$ cat config.mk
export PLATFORM = sky130hd
export DESIGN_NAME = pta_arbiter
export DESIGN_NICKNAME = d
export VERILOG_FILES = /design/src/design/pta_pkg.sv /design/src/design/pta_arbiter.sv
export VERILOG_INCLUDE_DIRS = /design/src /design/src/design
export SDC_FILE = /design/constraint.sdc
export NUM_CORES = 1
export LEC_CHECK = 0
export ABC_AREA = 0
export BUFFER_PORTS_ARGS = -buffer_cell sky130_fd_sc_hd__buf_4
export CORE_MARGIN = 2
export CORE_UTILIZATION = 25
export DETAILED_ROUTE_END_ITERATION = 16
export PLACE_DENSITY_LB_ADDON = 0.1
export SLEW_MARGIN = 0
export SYNTH_ARGS = -nofsm -noshare
export SYNTH_HDL_FRONTEND = slang
export SYNTH_SLANG_ARGS = --single-unit
$ cat constraint.sdc
create_clock -name clk -period 3.5 [get_ports clk]
set_input_delay 0.35 -clock clk [delete_from_list [all_inputs] [get_ports clk]]
set_output_delay 0.35 -clock clk [all_outputs]
set_load 0.02 [all_outputs]
$ cat src/design/pta_defines.svh
/*
 * pta_defines.svh: offsets, field positions, reset values and timeout counts
 * of the two-level bus arbiter. Assumes a Wishbone byte address and 32-bit data.
 */
`ifndef PTA_DEFINES_SVH
`define PTA_DEFINES_SVH

// ----------------------------------------
// register offsets
// ----------------------------------------
`define PTA_OFS_PRIO 8'h00
`define PTA_OFS_EXT 8'h04
`define PTA_OFS_SLOT 8'h08
`define PTA_OFS_CTRL 8'h0C
`define PTA_OFS_STAT 8'h10

// ----------------------------------------
// reset values
// ----------------------------------------
`define PTA_RST_PRIO 8'hE0
`define PTA_RST_EXT 8'h01
`define PTA_RST_SLOT 8'h00
`define PTA_RST_CTRL 8'h80

// ----------------------------------------
// field positions
// ----------------------------------------
`define PTA_PRIO_ROT_LSB 5
`define PTA_PRIO_FPMOD_LSB 3
`define PTA_EXT_HOLD_BIT 4
`define PTA_EXT_SA_LSB 1
`define PTA_EXT_ROT_BIT 0

// ----------------------------------------
// requester indexes
// ----------------------------------------
`define PTA_ID_DISK 3'h0
`define PTA_ID_SB 3'h1
`define PTA_ID_M0 3'h2
`define PTA_ID_M1 3'h3
`define PTA_ID_M2 3'h4
`define PTA_ID_HOST 3'h5
`define PTA_ID_M3 3'h6

// ----------------------------------------
// grant timeout limits in clocks
// ----------------------------------------
`define PTA_ATO_SEL0 6'h10
`define PTA_ATO_SEL1 6'h04
`define PTA_ATO_SEL2 6'h08
`define PTA_ATO_SEL3 6'h20

`endif

$ cat src/design/pta_pkg.sv
/*
 * pta_pkg: types of the two-level bus arbiter.
 * Assumes pta_defines.svh for all numbers but the state codes and control field layout set here.
 */
package pta_pkg;

   typedef enum logic [1:0]
   {
      PTA_IDLE = 2'b00,
      PTA_GRANTED = 2'b01,
      PTA_BUSY = 2'b10,
      PTA_DRAIN = 2'b11
   } pta_state_type;

   typedef struct packed
   {
      logic guaranteed_access_enable;
      logic [1:0] reserved;
      logic [1:0] grant_timeout_sel;
      logic grant_timeout_enable;
      logic park_last;
      logic lock_enable;
   } pta_ctrl_type;

endpackage

$ cat src/design/pta_arbiter.sv
/*
 * pta_arbiter: two-level bus arbiter with Wishbone register slave.
 * Assumes active-low request, frame and lock pins asynchronous to clk,
 * a classic Wishbone master on the same clock, and one clock at 250 MHz.
 */
`timescale 1ns/1ps
`include "pta_defines.svh"

// Behaviour
// - pair banks without rotation always favour the line chosen by the select bit
// - pair banks with rotation swap favoured line after every grant to them
// - disk engine bank has fixed select 0 and no rotation, not programmable
// - select 0: south bridge, master one, host favoured; select 1 reverses
// - top-level two-bit fixed mode orders disk engine and three pair winners
// - top-level rotation steps eight slots, four fixed schemes, four programmable
// - programmable slot n takes its scheme from bits 2n+1:2n
// - extension bit 0 enables top-level rotation, resets to one
// - control one bits 7:5 enable rotation of banks 3 to 1, reset 111
// - control one bits 2:0 fixed selects banks 3 to 1, zero favours upper
// - hold bit clear: host grant removed when any other request is seen
// - three-bit super agent field picks one favoured requester, zero disables
// - grant timeout counts clocks from grant until frame: 16, 4, 8, 32
// - control bit 2 gates the grant timeout
// - control bit 1 clear parks idle bus on host, set on last master
// - control bit 0 set makes locked transfer a bus lock, clear ignores lock
// - control bit 7 enables flush handshake unless strap disables it, resets one
module pta_arbiter
(
   input wire logic clk,
   input wire logic rst_b,
   input wire logic wb_cyc_i,
   input wire logic wb_stb_i,
   input wire logic wb_we_i,
   input wire logic [7:0] wb_adr_i,
   input wire logic [3:0] wb_sel_i,
   input wire logic [31:0] wb_dat_i,
   output logic [31:0] wb_dat_o,
   output logic wb_ack_o,
   input wire logic [6:0] request_b,
   output logic [6:0] grant_b,
   input wire logic frame_b,
   input wire logic lock_b,
   output logic bus_lock,
   input wire logic flush_strap_b,
   input wire logic flush_request_b,
   output logic flush_ack_b,
   output logic flush_enable
);

   // ----------------------------------------
   // pin synchronisers
   // ----------------------------------------
   logic [10:0] pin_meta;
   logic [10:0] pin_sync;

   always_ff @(posedge clk)
   begin
      if (!rst_b)
      begin
         pin_meta <= 11'h7FF;
         pin_sync <= 11'h7FF;
      end
      else
      begin
         pin_meta <= {flush_request_b, flush_strap_b, lock_b, frame_b, request_b};
         pin_sync <= pin_meta;
      end
   end

   wire [6:0] req_a = ~pin_sync[6:0];
   wire frame_a = ~pin_sync[7];
   wire lock_a = ~pin_sync[8];
   wire strap_a = ~pin_sync[9];
   wire flush_req_a = ~pin_sync[10];

   // ----------------------------------------
   // registers
   // ----------------------------------------
   logic [7:0] prio_one;
   logic [7:0] prio_ext;
   logic [7:0] rr_slots;
   pta_pkg::pta_ctrl_type ctrl;
   pta_pkg::pta_state_type state;
   logic [2:0] owner;
   logic [2:0] last_master;
   logic [5:0] wait_cnt;
   logic [2:0] slot;
   logic [2:0] flip;
   logic bus_locked;
   logic [1:0] strap_cnt;
   logic strap_low;

   wire wb_req = wb_cyc_i & wb_stb_i;
   wire wb_wr = wb_req & wb_we_i & wb_ack_o & wb_sel_i[0];
   wire [7:0] wdat = wb_dat_i[7:0];

   // writes land at the edge where the master samples ack
   always_ff @(posedge clk)
   begin
      if (!rst_b)
      begin
         prio_one <= `PTA_RST_PRIO;
         prio_ext <= `PTA_RST_EXT;
         rr_slots <= `PTA_RST_SLOT;
         ctrl <= `PTA_RST_CTRL;
      end
      else if (wb_wr)
      begin
         if (wb_adr_i == `PTA_OFS_PRIO)
            prio_one <= wdat;
         if (wb_adr_i == `PTA_OFS_EXT)
            prio_ext <= wdat;
         if (wb_adr_i == `PTA_OFS_SLOT)
            rr_slots <= wdat;
         if (wb_adr_i == `PTA_OFS_CTRL)
            ctrl <= wdat;
      end
   end

   wire [31:0] stat_word = {21'h0, slot, flush_enable, bus_locked, state, ~(&grant_b), owner};
   wire [31:0] rdata =
      (wb_adr_i == `PTA_OFS_PRIO) ? {24'h0, prio_one} :
      (wb_adr_i == `PTA_OFS_EXT) ? {24'h0, prio_ext} :
      (wb_adr_i == `PTA_OFS_SLOT) ? {24'h0, rr_slots} :
      (wb_adr_i == `PTA_OFS_CTRL) ? {24'h0, ctrl} :
      (wb_adr_i == `PTA_OFS_STAT) ? stat_word : 32'h0;

   // unmapped offsets still ack, reading zero, so no master hangs
   always_ff @(posedge clk)
   begin
      if (!rst_b)
      begin
         wb_ack_o <= 1'b0;
         wb_dat_o <= 32'h0;
      end
      else
      begin
         wb_ack_o <= wb_req & ~wb_ack_o;
         wb_dat_o <= rdata;
      end
   end

   // ----------------------------------------
   // level 1: pair banks
   // ----------------------------------------
   localparam logic [2:0] UPPER [3] = '{`PTA_ID_SB, `PTA_ID_M1, `PTA_ID_HOST};
   localparam logic [2:0] LOWER [3] = '{`PTA_ID_M0, `PTA_ID_M2, `PTA_ID_M3};

   logic [6:0] elig;
   logic [2:0] pair_req;
   logic [2:0] pair_pick [3];
   logic [2:0] pair_sel;
   logic [2:0] pair_rot;

   genvar k;
   generate
      for (k = 0; k < 3; k++)
      begin : g_pair
         assign pair_rot[k] = prio_one[`PTA_PRIO_ROT_LSB + k];
         // rotation replaces the fixed select by the toggling favourite
         assign pair_sel[k] = pair_rot[k] ? flip[k] : prio_one[k];
         assign pair_req[k] = elig[UPPER[k]] | elig[LOWER[k]];
         assign pair_pick[k] = pair_sel[k] ?
            (elig[LOWER[k]] ? LOWER[k] : UPPER[k]) :
            (elig[UPPER[k]] ? UPPER[k] : LOWER[k]);
      end
   endgenerate

   // ----------------------------------------
   // level 2: top-level bank
   // ----------------------------------------
   wire rot4 = prio_ext[`PTA_EXT_ROT_BIT];
   wire [1:0] fpmod = prio_one[`PTA_PRIO_FPMOD_LSB +: 2];
   wire [1:0] slot_scheme = slot[2] ? rr_slots[{slot[1:0], 1'b0} +: 2] : slot[1:0];
   wire [1:0] scheme = rot4 ? slot_scheme : fpmod;
   // disk engine has no bank logic: its select and rotation are constant zero
   wire [3:0] cand_req = {pair_req, elig[`PTA_ID_DISK]};
   wire [2:0] cand_id [4] = '{`PTA_ID_DISK, pair_pick[0], pair_pick[1], pair_pick[2]};

   logic [2:0] top_pick;
   logic [1:0] pos;

   always_comb
   begin
      top_pick = `PTA_ID_DISK;
      pos = 2'h0;
      for (int i = 3; i >= 0; i--)
      begin
         pos = scheme + i[1:0];
         if (cand_req[pos])
            top_pick = cand_id[pos];
      end
   end

   // ----------------------------------------
   // super agent and winner
   // ----------------------------------------
   wire [2:0] sa_code = prio_ext[`PTA_EXT_SA_LSB +: 3];
   logic [2:0] sa_id;

   always_comb
   begin
      case (sa_code)
         3'h1: sa_id = `PTA_ID_DISK;
         3'h2: sa_id = `PTA_ID_SB;
         3'h3: sa_id = `PTA_ID_HOST;
         3'h4: sa_id = `PTA_ID_M0;
         3'h5: sa_id = `PTA_ID_M1;
         3'h6: sa_id = `PTA_ID_M2;
         3'h7: sa_id = `PTA_ID_M3;
         default: sa_id = `PTA_ID_DISK;
      endcase
   end

   wire sa_hit = (sa_code != 3'h0) & elig[sa_id];
   wire [2:0] winner = sa_hit ? sa_id : top_pick;
   wire any_elig = |elig;

   // a held bus lock shuts out everyone but its owner
   assign elig = (bus_locked ? (req_a & (7'h01 << owner)) : req_a);

   // ----------------------------------------
   // grant sequencing
   // ----------------------------------------
   logic [5:0] ato_limit;

   always_comb
   begin
      case (ctrl.grant_timeout_sel)
         2'h0: ato_limit = `PTA_ATO_SEL0;
         2'h1: ato_limit = `PTA_ATO_SEL1;
         2'h2: ato_limit = `PTA_ATO_SEL2;
         default: ato_limit = `PTA_ATO_SEL3;
      endcase
   end

   wire others_req = |(req_a & ~(7'h01 << `PTA_ID_HOST));
   wire host_preempt = (owner == `PTA_ID_HOST) & ~prio_ext[`PTA_EXT_HOLD_BIT] & others_req;
   wire timed_out = ctrl.grant_timeout_enable & (wait_cnt == ato_limit - 6'h01) & ~frame_a;
   wire issue = (state == pta_pkg::PTA_IDLE) & any_elig;
   wire owner_done = ~req_a[owner];
   wire [2:0] park_id = ctrl.park_last ? last_master : `PTA_ID_HOST;

   pta_pkg::pta_state_type next_state;
   logic [6:0] next_grant_b;

   always_comb
   begin
      next_state = state;
      next_grant_b = grant_b;
      case (state)
         pta_pkg::PTA_IDLE:
         begin
            if (any_elig)
            begin
               next_state = pta_pkg::PTA_GRANTED;
               next_grant_b = ~(7'h01 << winner);
            end
            else
               next_grant_b = ~(7'h01 << park_id);
         end
         pta_pkg::PTA_GRANTED:
         begin
            if (frame_a)
               next_state = pta_pkg::PTA_BUSY;
            else if (timed_out | host_preempt | owner_done)
            begin
               // grant withdrawn now, a fresh winner is chosen next clock
               next_state = pta_pkg::PTA_IDLE;
               next_grant_b = 7'h7F;
            end
         end
         pta_pkg::PTA_BUSY:
         begin
            if (host_preempt | (owner_done & ~bus_locked))
            begin
               next_state = pta_pkg::PTA_DRAIN;
               next_grant_b = 7'h7F;
            end
         end
         pta_pkg::PTA_DRAIN:
         begin
            if (~frame_a)
               next_state = pta_pkg::PTA_IDLE;
         end
         default:
         begin
            next_state = pta_pkg::PTA_IDLE;
            next_grant_b = 7'h7F;
         end
      endcase
   end

   always_ff @(posedge clk)
   begin
      if (!rst_b)
      begin
         state <= pta_pkg::PTA_IDLE;
         grant_b <= 7'h7F;
         owner <= `PTA_ID_HOST;
         last_master <= `PTA_ID_HOST;
      end
      else
      begin
         state <= next_state;
         grant_b <= next_grant_b;
         if (issue)
         begin
            owner <= winner;
            last_master <= winner;
         end
      end
   end

   // ----------------------------------------
   // timeout counter and rotation state
   // ----------------------------------------
   always_ff @(posedge clk)
   begin
      if (!rst_b)
         wait_cnt <= 6'h0;
      else if (state == pta_pkg::PTA_GRANTED)
         wait_cnt <= wait_cnt + 6'h01;
      else
         wait_cnt <= 6'h0;
   end

   always_ff @(posedge clk)
   begin
      if (!rst_b)
      begin
         slot <= 3'h0;
         flip <= 3'h0;
      end
      else if (issue)
      begin
         if (rot4)
            slot <= slot + 3'h1;
         for (int b = 0; b < 3; b++)
            if (pair_rot[b] & ((winner == UPPER[b]) | (winner == LOWER[b])))
               flip[b] <= ~pair_sel[b];
      end
   end

   // ----------------------------------------
   // bus lock and flush handshake
   // ----------------------------------------
   always_ff @(posedge clk)
   begin
      if (!rst_b)
      begin
         bus_locked <= 1'b0;
         bus_lock <= 1'b0;
      end
      else
      begin
         bus_locked <= ctrl.lock_enable & lock_a & (bus_locked | (state == pta_pkg::PTA_BUSY));
         bus_lock <= ctrl.lock_enable & lock_a & (bus_locked | (state == pta_pkg::PTA_BUSY));
      end
   end

   // strap read once, when its synchroniser holds the pin; the pin is free for other use later
   always_ff @(posedge clk)
   begin
      if (!rst_b)
      begin
         strap_cnt <= 2'h0;
         strap_low <= 1'b0;
         flush_enable <= 1'b0;
         flush_ack_b <= 1'b1;
      end
      else
      begin
         if (strap_cnt != 2'h3)
            strap_cnt <= strap_cnt + 2'h1;
         if (strap_cnt == 2'h2)
            strap_low <= strap_a;
         flush_enable <= ctrl.guaranteed_access_enable & ~strap_low & (strap_cnt == 2'h3);
         flush_ack_b <= ~(flush_enable & flush_req_a);
      end
   end
endmodule // pta_arbiter

After elaboration in Yosys (flattened, before gate mapping)

Index checks and enable logic that the tools add are counted.

Flip-flop bits (word level): 117
Input port bits: 60
Word-level logic and storage cells: 218
Output and inout bits: 43

Mux-type cells: 63
Add/subtract/negate cells: 7
Bitwise operators: 53
Equality and inequality tests: 32
Reductions and logical operators: 21
Order comparisons: 10
Shifts and indexed selects: 4

Operators with widths:

| cell                | number |
|---|---|
| $mux 3              | 17 |
| $mux 8              | 5 |
| $mux 7              | 5 |
| $mux 2              | 13 |
| $bmux 3 s2          | 4 |
| $eq 3x3->1 const B  | 8 |
| $not 7->7           | 3 |
| $pmux 7 s3          | 1 |
| $shl 1x3->7 const A | 3 |
| $and 1x1->1         | 20 |
| $pmux 3 s6          | 1 |
| $pmux 6 s3          | 1 |
| $reduce_and 2->1    | 9 |
| $eq 8x4->1 const B  | 2 |
| $not 1->1           | 15 |
| $eq 3x2->1 const B  | 4 |
| $ge 3x3->1 const B  | 4 |
| $lt 2x3->1 const B  | 4 |
| $ne 2x2->1 const B  | 6 |
| $not 2->3           | 4 |
| $reduce_or 6->1     | 2 |
| $eq 2x2->1 const B  | 5 |
| $or 1x1->1          | 10 |
| $mux 1              | 9 |
| 24 further kinds    | 35 |

Logic depth before layout (Yosys ltp)

Depth in word-level cells: 17
Depth in mapped cells: 12
Mapped depth without buffers: 11

Worst setup path before layout

No wires, ideal clock.

Path kind: register to register
Start point: register slot[1]
End point: register flip[0]
Buffers on the path: 0
Arrival time: 2.676 ns
Slack: 0.754 ns
Required time: 3.430 ns
Library setup time: 0.070 ns
Cell stages (with the launch flop): 11
Clock period less this slack: 2.746 ns
Cell sequence: dfxtp_1 mux2_2 o21ai_4 o22a_2 mux2i_2 mux2i_4 a32oi_1 a31oi_4 xnor2_1 or3_1 a21oi_1

Word-level cells in the longest chain between the ends: 17
Elaborated cells on any way between the ends: 40
Those cells by class: add/sub: 3; eq/ne: 2; shift: 1; mux: 27; bitwise: 6; reduce/logical: 1

RTL lines:

| element                                         | RTL line           | source |
|---|---|---|
| start: declaration                              | pta_arbiter.sv:87  | `logic [2:0] slot;` |
| start signal: assignment                        | pta_arbiter.sv:338 | `slot <= slot + 3'h1;` |
| $shiftx 8x4->2                                  | pta_arbiter.sv:174 | `wire [1:0] slot_scheme = slot[2] ? rr_slots[{slot[1:0], 1'b0} +: 2] : slot[1:0];` |
| $mux 2 *                                        | pta_arbiter.sv:174 |  |
| $mux 2 *                                        | pta_arbiter.sv:175 | `wire [1:0] scheme = rot4 ? slot_scheme : fpmod;` |
| $add 2x2->2                                     | pta_arbiter.sv:189 | `pos = scheme + i[1:0];` |
| $not 2->3 (not written as such)                 | pta_arbiter.sv:191 | `top_pick = cand_id[pos];` |
| $bmux 3 s2                                      | pta_arbiter.sv:191 |  |
| $mux 3 (not written as such) (2 in series)      | pta_arbiter.sv:191 |  |
| $mux 3 (3 in series)                            | pta_arbiter.sv:190 | `if (cand_req[pos])` |
| $mux 3 *                                        | pta_arbiter.sv:190 |  |
| $mux 3 *                                        | pta_arbiter.sv:216 | `wire [2:0] winner = sa_hit ? sa_id : top_pick;` |
| $eq 3x1->1 / $eq 3x2->1 (equally long branches) | pta_arbiter.sv:340 | `if (pair_rot[b] & ((winner == UPPER[b]) \| (winner == LOWER[b])))` |
| $or 1x1->1 *                                    | pta_arbiter.sv:340 |  |
| $and 1x1->1 *                                   | pta_arbiter.sv:340 |  |
| $reduce_and 2->1 (no source line) *             | --                 |  |
| end signal: indexed assignment                  | pta_arbiter.sv:341 | `flip[b] <= ~pair_sel[b];` |
| end: declaration                                | pta_arbiter.sv:88  | `logic [2:0] flip;` |

Every way passes the cells marked *; elsewhere a longest branch is shown, timed or not. The select of a mux whose other input is x is not followed.
A chain may end at the register's enable or synchronous reset.

Worst setup path after layout

Ends and elaborated chain as after synthesis.

==> metrics.txt <==
outcome finished clean; slowest CP cell dfxtp_1; WHS Path Cells 2; CTS Buf Count 9; CTS root buffer clkbuf_16; share of post-route cells with drive strength above 1 18.6%; via count 4217; leakage power total 0.00241 uW; Sequential Area 1920 um2; met1 WL 7210 um; Power per Cell Area 564 nW/um2; Final Setup Violations 0; die width 148 um; Peak supply drop 272 uV; Synth Register Bits 96; Max Transition Viols Final 0; Hold Vio Cnt, Final 0; GRT Resource Usage Total 13.6%; DIE HEIGHT 148 um; Hold Path Class primary input to flop; fill count 2160; IO buf count 54; met3 wire length 722 um; Post-Syn Area 5180 um2; reg-to-reg startpoint slot[1]; async set-reset flop share out of synthesis 0%; Clock Latency Late Sink 0.35 ns; area leader, netlist dfxtp_1; r2r setup slk 0.29 ns; CTS tree yes; initial antenna violation count 0; Hold Path Origin request_b[6]; final worst slack 0.285 ns; crit path cell chain mux2_2 > o21ai_4 > o22a_2 > mux2i_2 > mux2i_4 > a32oi_1 > a31oi_4 > xnor2_1 > or3_1 > a21oi_1; largest net degree at the start of global routing 47; R2R cell count 10; Non-Filler Instances 904; Syn. warnings 0; sequential share of the synthesized area 37.1%; Multi-input gate area 2960 um2; Period Utilization, post-route 91.9%; NumNets Final 702; Initial DRT Pass Iterations 7; commonest cells after routing, fill and taps aside dfxtp_1 (96), nor2_1 (72), buf_4 (69), nand2_1 (44), mux2i_1 (40); ANT nets after route 0; Main synth FF type dfxtp_1; Initial Util 25.5%; Synth cell types 76; Hold Buf Count CTS 0; CP required 3.78 ns; area growth from synthesis to layout 18.7%; total of max-cap violations 0; min cycle time layout 3.21 ns; Fin Setup TNS 0 ns; # rows 52; syn_area_per_cell 8.89 um2; CP Capture Type flop; Post-Syn Instances 583; CTS HTree Levels 3; max_slew headroom 53.1%; Vias/cell 4.66; initial DRC count 330; DR top layer met4; critical path data arrival time 3.49 ns; dpl cells 888; I/O pin count 103; vias in the first global route 3990; DRC viols 0; Tightest Pin Transition 0.699 ns; final WL 14400 um; FMAX 311 MHz; clk_skew 0.00581 ns; total gr overflow 0; Die ar. 21900 um2; Post-synth EDFFs 0; Clk pin slew, worst setup/hold paths 0.07 ns; routed wl met2 6260 um; core region area 20300 um2; hold endpoint pin_meta[6]; Largest stage delay, worst path 0.49 ns; Crit Path Max Fanout 10; Post-CTS Setup Inserts 0; top post-synthesis cells by area dfxtp_1 (37%), mux2i_1 (7.7%), nor2_1 (5.2%), buf_4 (3.8%), nand2b_1 (3.7%); critical path class flop to flop; most common cell after layout, fill and taps aside dfxtp_1; DP HPWL 10600 um; Clock Path Buffers 2; worst r2r dst flip[0]; clock sinks 96; crit path launch type flop; RSZ-0062 raised after global routing no; Placer Congestion 0.847; Synth top area share 37.1%; pre-CTS setup slack 0.308 ns; Avg WL per Cell 16.0 um; CTS resizes 0; first-pass GRT wire length 23000 um
-- power breakdown --
part | switching, uW | total, uW | internal (uW) | leakage [uW]
clock network | 423 | 1190 | 765 | 0.000172
registers | 101 | 1270 | 1170 | 0.000783
logic | 591 | 1010 | 420 | 0.00146
-- worst max path at each step --
stage / startpoint / endpoint / cells after the start
floorplan: slot[1] / flip[0] / 10
global placement: slot[1] / flip[1] / 10
detailed placement: slot[1] / flip[0] / 10
CTS: slot[1] / flip[0] / 10
global route: last_master[0] / grant_b[5] / 10
finish: slot[1] / flip[0] / 10
-- logic make-up after synthesis --
kind of cell | count (synthesis) | share of synthesized area (%)
flops | 96 | 37.1
mux | 51 | 11.0
buf+inv | 67 | 7.17
other cells | 1 | 0.0724
xor+xnor | 12 | 2.03
compound gates | 115 | 16.3
simple gates | 228 | 23.2
fa+ha+maj | 13 | 3.14
-- sequential cells by signal, summed over array words and instances, names as in the netlist, 3 cells and up, named ones only --
signal       flops
ctrl             8
flip             3
grant_b          7
last_master      3
pin_meta        11
pin_sync        11
prio_ext         8
prio_one         8
rr_slots         8
slot             3
wait_cnt         6
wb_dat_o        11
-- worst max-delay path: cells and delay by family (launching register included) --
family           cells  cell delay [ns]
XOR/XNOR             1             0.19
multiplexers         3             0.93
AO/OA/AOI/OAI        5             1.17
AND/OR/NAND/NOR      1             0.35
flip-flops           1             0.49
-- area by class of cell --
type / instances / area share [%]
clock inverters: 6 / 2.16
repair buffers: 69 / 8.42
clock buffers: 9 / 3.66
multi-input cells: 440 / 48.2
well taps: 270 / 5.49
diodes: 1 / 0.0407
flip-flops and latches: 96 / 31.3
inverters: 13 / 0.794
-- metrics by stage --
stage	hold slack, ns	cell area, um2	total power, uW	utilization [%]
6_report	0.175	6150	3470	30.3
5_1_grt	0.170	6150	3660	30.3
4_1_cts	0.163	6150	3510	30.3
3_5_place_dp	0.391	5790	2300	28.5
3_3_place_gp	0.392	5790	2290	28.5
2_1_floorplan	0.373	5260	2040	-
-- cell usage after synthesis, types with 3 or more instances --
| cell type | count |
|---|---|
| xnor2_1 | 6 |
| a222oi_1 | 7 |
| xor2_1 | 6 |
| o21ai_0 | 16 |
| buf_4 | 26 |
| ha_1 | 13 |
| or2_2 | 3 |
| o22ai_1 | 5 |
| a31oi_1 | 9 |
| nor2_1 | 72 |
| o211ai_1 | 6 |
| a21oi_2 | 3 |
| mux2_2 | 4 |
| nor3_1 | 14 |
| o21ai_1 | 5 |
| a211oi_1 | 5 |
| nand3_1 | 17 |
| and3_1 | 8 |
| nand2b_1 | 31 |
| mux2i_1 | 40 |
| a21oi_1 | 27 |
| dfxtp_1 | 96 |
| a22oi_1 | 3 |
| clkbuf_1 | 20 |
| nor2b_1 | 7 |
| buf_2 | 6 |
| inv_1 | 13 |
| o32ai_1 | 4 |
| nand2_1 | 44 |
| or3_1 | 7 |
-- routing by layer --
layer	global-route usage (%)	up-vias
met5	0	-
met4	3.90	0
met3	3.06	19
met2	19.9	124
met1	19.8	1955
li1	-	2119
Note: power is estimated with default switching activity, not from simulation.
